## config.mk

```make
export PLATFORM = sky130hd
export DESIGN_NAME = gdpc_top
export DESIGN_NICKNAME = d
export VERILOG_FILES = /design/src/gdpc_pkg.sv /design/src/gdpc_count.sv /design/src/gdpc_edge.sv /design/src/gdpc_top.sv
export SDC_FILE = /design/constraint.sdc
export NUM_CORES = 1
export LEC_CHECK = 0
export BUFFER_PORTS_ARGS = -buffer_cell sky130_fd_sc_hd__buf_4
export CAP_MARGIN = 10
export CORE_MARGIN = 2
export CORE_UTILIZATION = 35
export CTS_CLUSTER_SIZE = 14
export DETAILED_ROUTE_END_ITERATION = 10
export GPL_TIMING_DRIVEN = 0
export HOLD_SLACK_MARGIN = 0.08
export PLACE_DENSITY_LB_ADDON = 0.05
export SLEW_MARGIN = 20
export SYNTH_ARGS = -nofsm -noshare
export SYNTH_HDL_FRONTEND = slang
export SYNTH_SLANG_ARGS = --single-unit
```

## constraint.sdc

```tcl
create_clock -name mclk -period 2.9 [get_ports mclk]
set_input_delay 0.29 -clock mclk [delete_from_list [all_inputs] [get_ports mclk]]
set_output_delay 0.29 -clock mclk [all_outputs]
set_load 0.02 [all_outputs]
```

## src/gdpc_pkg.sv

```systemverilog
package gdpc_pkg;

  localparam int unsigned CNT_W = 16;

  // Counter values that steer reset, terminal count and the decrement step
  localparam logic [CNT_W-1:0] CNT_RST = 16'h0000;
  localparam logic [CNT_W-1:0] CNT_ONE = 16'h0001;
  localparam logic [CNT_W-1:0] CNT_DEC = 16'h0001;

  // Gating modes, sampled at arm
  localparam logic MODE_LEVEL = 1'b0;
  localparam logic MODE_EDGE  = 1'b1;

  localparam logic GATE_ACTIVE = 1'b1;
  localparam logic OUT_RST     = 1'b0;
  // Idle level of source and gate, so no false edge follows reset
  localparam logic IDLE_LVL    = 1'b0;

  typedef enum logic [1:0] {
    ST_DISARMED,
    ST_WAIT_TRIG,
    ST_DELAY,
    ST_PULSE
  } gdpc_state_t;

endpackage

```

## src/gdpc_count.sv

```systemverilog
`timescale 1ns/100ps
module gdpc_count
  import gdpc_pkg::*;
(
  input  wire logic             mclk,     // System clock
  input  wire logic             arst_n,   // Async reset
  input  wire logic             load_en,  // Parallel load, wins over decrement
  input  wire logic [CNT_W-1:0] load_val, // Value to load
  input  wire logic             dec_en,   // Count one source edge
  output logic      [CNT_W-1:0] count_q   // Current count
);

  logic [CNT_W-1:0] count_d;

  assign count_d = load_en ? load_val :
                   dec_en  ? count_q - CNT_DEC :
                             count_q;

  always_ff @(posedge mclk or negedge arst_n) begin
    if (!arst_n) begin
      count_q <= CNT_RST;
    end else begin
      count_q <= count_d;
    end
  end

endmodule

```

## src/gdpc_edge.sv

```systemverilog
`timescale 1ns/100ps
module gdpc_edge
  import gdpc_pkg::*;
(
  input  wire logic mclk,     // System clock
  input  wire logic arst_n,   // Async reset
  input  wire logic level_in, // Sampled level
  output logic      rise      // Active-going edge, one cycle
);

  logic prev_q;

  always_ff @(posedge mclk or negedge arst_n) begin
    if (!arst_n) begin
      prev_q <= IDLE_LVL;
    end else begin
      prev_q <= level_in;
    end
  end

  assign rise = level_in & ~prev_q;

endmodule

```

## src/gdpc_top.sv

```systemverilog
`timescale 1ns/100ps
// Summary of operation
// - Level mode counts only source edges seen while gate is active.
// - Level mode never counts unless the counter is armed.
// - Level mode reloads from hold value at the first terminal count.
// - Level mode reloads from load value and disarms at second terminal count.
// - Level mode inactive gate pauses both delay and pulse phases.
// - Edge mode armed counter waits for a gate edge before counting.
// - Edge mode ignores gate edges while disarmed.
// - Edge mode begins counting on first source edge after the trigger.
// - Edge mode disarms at the second terminal count.
// - Edge mode ignores gate levels and edges once triggered until done.
module gdpc_top
  import gdpc_pkg::*;
(
  input  wire logic             mclk,         // 10 MHz clock
  input  wire logic             arst_n,       // Async reset
  input  wire logic             src_in,       // Count source level
  input  wire logic             gate_in,      // Gate level, active high
  input  wire logic             mode_edge,    // 1 edge-triggered, 0 level-gated
  input  wire logic             arm_cmd,      // Arm pulse
  input  wire logic             disarm_cmd,   // Disarm pulse
  input  wire logic             load_cmd,     // Load counter from load value
  input  wire logic [CNT_W-1:0] load_val,     // Load register value
  input  wire logic [CNT_W-1:0] hold_val,     // Hold register value
  output logic      [CNT_W-1:0] count_q,      // Counter contents
  output logic                  terminal_count_q, // One-cycle terminal count
  output logic                  out_toggle_q, // Toggles on each terminal count
  output logic                  armed_q,      // Counter armed
  output logic                  pulse_q       // Second phase in progress
);

  ////////////////////////////////////////////////////////////////////////////
  gdpc_state_t state_q;
  gdpc_state_t state_d;
  logic        mode_q;
  logic        src_rise;
  logic        gate_rise;
  logic        running;
  logic        gate_ok;
  logic        cnt_en;
  logic        term_hit;
  logic        ld_en;
  logic [CNT_W-1:0] ld_val;

  gdpc_edge u_src_edge (
    .mclk     (mclk),
    .arst_n   (arst_n),
    .level_in (src_in),
    .rise     (src_rise)
  );

  gdpc_edge u_gate_edge (
    .mclk     (mclk),
    .arst_n   (arst_n),
    .level_in (gate_in),
    .rise     (gate_rise)
  );

  ////////////////////////////////////////////////////////////////////////////
  assign running = (state_q == ST_DELAY) || (state_q == ST_PULSE);
  // edge mode ignores gate once running
  assign gate_ok = (mode_q == MODE_EDGE) || (gate_in == GATE_ACTIVE);
  assign cnt_en   = src_rise & running & gate_ok;
  assign term_hit = cnt_en & (count_q == CNT_ONE);
  // hold value first, same in edge mode
  assign ld_en   = term_hit | (load_cmd & (state_q == ST_DISARMED));
  assign ld_val  = (term_hit && state_q == ST_DELAY) ? hold_val : load_val;

  gdpc_count u_count (
    .mclk     (mclk),
    .arst_n   (arst_n),
    .load_en  (ld_en),
    .load_val (ld_val),
    .dec_en   (cnt_en),
    .count_q  (count_q)
  );

  ////////////////////////////////////////////////////////////////////////////
  always_comb begin
    state_d = state_q;
    case (state_q)
      ST_DISARMED: begin
        // gate edges have no effect here
        if (arm_cmd) begin
          state_d = (mode_edge == MODE_EDGE) ? ST_WAIT_TRIG : ST_DELAY;
        end
      end
      ST_WAIT_TRIG: begin
        // wait for trigger, count from next source edge
        if (gate_rise) begin
          state_d = ST_DELAY;
        end
      end
      ST_DELAY: begin
        if (term_hit) begin
          state_d = ST_PULSE;
        end
      end
      ST_PULSE: begin
        if (term_hit) begin
          state_d = ST_DISARMED;
        end
      end
      default: begin
        state_d = ST_DISARMED;
      end
    endcase
    if (disarm_cmd) begin
      state_d = ST_DISARMED;
    end
  end

  // Mode is latched at arm so changes while armed cannot upset a cycle
  always_ff @(posedge mclk or negedge arst_n) begin
    if (!arst_n) begin
      state_q <= ST_DISARMED;
      mode_q  <= MODE_LEVEL;
    end else begin
      state_q <= state_d;
      if (state_q == ST_DISARMED && arm_cmd) begin
        mode_q <= mode_edge;
      end
    end
  end

  always_ff @(posedge mclk or negedge arst_n) begin
    if (!arst_n) begin
      terminal_count_q <= OUT_RST;
      out_toggle_q     <= OUT_RST;
      armed_q          <= OUT_RST;
      pulse_q          <= OUT_RST;
    end else begin
      terminal_count_q <= term_hit;
      out_toggle_q     <= out_toggle_q ^ term_hit;
      armed_q          <= (state_d != ST_DISARMED);
      pulse_q          <= (state_d == ST_PULSE);
    end
  end
endmodule
```

; After elaboration in Yosys (flattened, before gate mapping)
; Cells that the tools add are included.
; W data, S select, Z words.
[totals]
output_inout_bits = 20
in_bits = 40
regBits = 25
word_cells = 42
[op_classes]
bitwise_logic = 10
eq_ne = 5
n_mux = 10
add_sub_neg = 1
reduce_logical = 7
[ops]
columns = operator, count
row1 = $mux W16, 3
row2 = $eq A16 B1 Y1 const B, 1
row3 = $sub A16 B1 Y16 const B, 1
row4 = $mux W2, 6
row5 = $pmux W2 S4, 1
row6 = $and A1 B1 Y1, 6
row7 = $eq A2 B2 Y1 const B, 3
row8 = $reduce_bool A2 Y1, 2
row9 = $eq A2 B1 Y1 const B, 1
row10 = $logic_and A1 B1 Y1, 2
row11 = $logic_not A2 Y1, 1
row12 = $logic_or A1 B1 Y1, 2
row13 = $not A1 Y1, 2
row14 = $or A1 B1 Y1, 1
row15 = $xor A1 B1 Y1, 1

; Depth between registers and ports, before layout
[depth]
ltp_word = 9
depth_mapped = 9
mapped_depth_nobuf = 8

; Hierarchy
; Synthesis repeated with hierarchy kept, for this count alone.
[unflattened]
cells_unflattened = 159
area_unflattened_um2 = 1664.1
[modules_own_cells]
columns = mod, cells_each, seq_area_each_um2, instances, area_each_um2
row1 = gdpc_count, 91, 400.4, 1, 893.4
row2 = gdpc_top, 64, 175.2, 1, 693.2
row3 = gdpc_edge, 2, 25.0, 2, 38.8

; Worst setup path before layout
; No wires, ideal clock.
[synth_path]
path_type = flip-flop to flip-flop
startpoint = register u_count.count_q[6]
endpoint = register u_count.count_q[8]
path_stages_with_launch = 7
required_time_ns = 2.774
period_less_slack_ns = 2.417
path_buffers = 1
setup_slack_ns = 0.483
arrival_ns = 2.291
setup_ns = 0.126
cell_sequence = dfrtp_1 -> or4_4 -> nand4b_4 -> nor4_4 -> nor2_2 -> buf_4 -> a221o_1
[synth_between]
elab_chain_len = 5
word_cells_on_any_way = 9
classes_between = add/sub (1) / eq/ne (1) / mux (3) / bitwise (2) / reduce/logical (2)
[synth_rtl]
columns = element, line_no
row1 = from (decl), gdpc_count.sv:10  ; output logic [CNT_W-1:0] count_q
row2 = from (signal assigned), gdpc_count.sv:23  ; count_q <= count_d;
row3 = "parallel branches: the longest is 5 deep, another holds $sub A16 B1 Y16", n/a
; Several ways; the timed one is not identified. The select of a mux whose other input is x is not followed.
; A chain may end at the register's enable or synchronous reset.

; Worst setup path in the final report
[layout_path]
startpoint = register u_count.count_q[6]
endpoint = register u_count.count_q[11]
; Same word-level chain as after synthesis.

==> impl_metrics.csv <==
group,metric,value,unit
clock_network,cts_max_path_buffers,2,
flow_run,cap_viol_max_count,0,
critical_path,crit_buf_inv,1,
clock_network,numCtsBuffers,3,
grt,grt_first_pass_wirelength,6.44,mm
clock_network,cts_sinks,25,
synth,syn_inst,151,
power,power.density,531,mW/mm2
sta,fin_setup_tns,0,ns
finish,layout-drive-gt1-share,34.9,%
grt,use_met3,5.19,%
clock_network,htree_levels,1,
power,p_leak,0.929,nW
clock_network,clkTransAtPathRegs,0.09,ns
finish,fin_area,0.00204,mm2
grt,gr-total-overflow,0,
synth,ys_async_sr_fraction,100,%
critical_path,reg2reg_from,"u_count.count_q[6]",
grt,grt_busiest_layer,"met2",
clock_network,clockRootBuffer,"clkbuf_8",
floorplanning,initial_utilization,36.5,%
sta,setup_violations,0,
floorplanning,ios,60,
critical_path,crit_fanout,10,
routing,ant_nets,0,
synth,yosys.area.top_type,"dfrtp_1",
critical_path,ff2ff_setup_slack,0.26,ns
critical_path,required,3.06,ns
grt,antenna_found_initial,0,
finish,final_util,50.5,%
critical_path,critPathMaxStageDelay,0.59,ns
place,port_buffers,59,
clock_network,clock_latency,0.27,ns
place,gp_congestion,0.806,
synth,syn_area,0.00147,mm2
finish,stdcell_count,265,
sta,fin_ws,0.256,ns
routing,routed_via_density,5.25,
routing,drc,0,
sta,worst_pin_slew,0.809,ns
synth,synth.avg_cell_area,9.74,um2
floorplanning,die_w,68.8,um
sta,hold_violations,0,
place,place.detailed.hpwl,3.05,mm
grt,gr-usage-met2,32.0,%
synth,ys_types,42,
place,place_ws,0.260,ns
synth,synthTopCellsByArea,"dfrtp_1 (43%), a221o_1 (6.1%), nor2_1 (6.1%)",
hold_path,holdPathEnd,"u_src_edge.prev_q",
sta,rsz0062_at_grt,"no",
place,dpl.cell_count,260,
hold_path,min-delay-start,"src_in",
synth,syn_nets,193,
sta,slew_viol_final,0,
floorplanning,rows,23,
floorplanning,fp.dieH,68.8,um
sta,fin_hold_ws,0.128,ns
critical_path,r2r_cells,6,
finish,antenna_cells,0,
grt,use_met1,22.4,%
critical_path,path_class,"register to register",
power,peakVddDrop,338,uV
critical_path,timing.rr.end,"u_count.count_q[11]",
floorplanning,core-area,0.00403,mm2
synth,ys.warnings.count,0,
sta,worst_slew_margin_rel,45.6,%
critical_path,cp_cell_sequence,"or4_4 > nand4b_4 > nor4_4 > nor2_2 > buf_4 > a221o_1",
synth,synth.most_common_cell,"dfrtp_1",
synth,synth_commonest_cells,"dfrtp_1 (25), nor2_1 (24), a221o_1 (9), nand2_1 (9), xnor2_1 (8)",
critical_path,cp-start-kind,"register",
routing,wl_per_cell,15.0,um
critical_path,cp.arrival,2.81,ns
grt,grt.total_usage,18.6,%
hold_path,hp-class,"primary input to register",
finish,synthToLayoutAreaGrowth,38.4,%
sta,max_freq,378,MHz
critical_path,end_kind,"register",
clock_network,tritoncts,"built",
routing,finalWirelength,3.96,mm
grt,grt_pass1_vias,1360,
sta,skew,0.00297,ns
finish,nets,258,
synth,seq_area_frac_synth,42.5,%
place,dpl-instance-area,0.00198,mm2
status,status,"complete, no violations",
finish,fill_cells,401,
hold_path,min_path_cells,1,
critical_path,critical_path.top_delay_family,"simple AND/OR/NAND/NOR gates",
synth,synth_edf_count,0,
synth,ys.flop_type,"dfrtp_1",
critical_path,cp_slowest_cell,"nor4_4",
sta,finalCritPeriodShare,91.2,%
synth,yosysTopAreaCellShare,42.5,%
sta,period_needed,2.64,ns
power,p_total,1.08,mW
routing,first_pass_iters,4,
clock_network,post_cts_buffers,0,
floorplanning,dieArea,0.00474,mm2
routing,drtIter0Drc,54,
grt,grt_max_degree,26,
routing,vias,1392,
synth,ys_ff_latch,25,
sequential cells by signal (all words and copies together) (netlist names):
name	count
pulse_q	1
u_src_edge.prev_q	1
terminal_count_q	1
state_q	2
mode_q	1
out_toggle_q	1
u_gate_edge.prev_q	1
u_count.count_q	16
armed_q	1
what timing repair did:
action / CTS / global route
gates resized for setup: 0 / 0
hold endpoints to repair: 25 / 0
hold buffers: 1 / 0
metal layers:
metal	up-vias	share of wire, %
met5	-	0
li1	697	-
met2	38	50
met3	6	6.1
met1	651	42
met4	0	2.0
placed cells by master, fill, tap and decap left out, types with 4 or more instances in the layout:
cell type  count
a221o_1        9
buf_4         61
dfrtp_1       25
nand2_1        9
nor4_1         5
a21oi_1        7
inv_1          4
xnor2_1        8
nor3_1         5
clkbuf_1       4
nor2_1        24
final cells by class:
type	instances	area (um2)	share of cell area, %
multi-input combinational	115	796	39.1
sequential	25	626	30.7
inverter	4	15.0	0.738
tap	50	62.6	3.07
buffer	7	35.0	1.72
clock buffer	3	41.3	2.03
timing repair buffer	60	453	22.2
clock inverter	1	7.51	0.369
logic make-up (layout without fill, tap and decap cells):
logic type / Yosys count / in the layout / synth area share (%)
simple gates: 63 / 63 / 24.5
compound gates: 37 / 37 / 19.9
flops: 25 / 25 / 42.5
xor+xnor: 11 / 11 / 6.55
buf+inv: 11 / 75 / 3.40
fa+ha+maj: 2 / 2 / 1.70
mux: 2 / 2 / 1.45
report_power, final:
part,switching [mW],internal (mW),total (mW)
Combinational,0.205,0.188,0.393
Clock,0.120,0.0976,0.218
Sequential,0.0697,0.401,0.471
Total,0.395,0.686,1.08
worst max-delay path by stage:
stage / start / end / slack, ns / depth (start not counted)
4_1_cts: u_count.count_q[6] / u_count.count_q[11] / 0.25 / 6
3_5_place_dp: u_count.count_q[6] / u_count.count_q[9] / 0.26 / 6
5_1_grt: u_count.count_q[4] / u_count.count_q[11] / 0.05 / 6
2_1_floorplan: u_count.count_q[6] / u_count.count_q[8] / 0.48 / 6
3_3_place_gp: u_count.count_q[6] / u_count.count_q[10] / 0.28 / 6
6_report: u_count.count_q[6] / u_count.count_q[11] / 0.26 / 6
No activity file was read; power rests on OpenSTA's default activity.
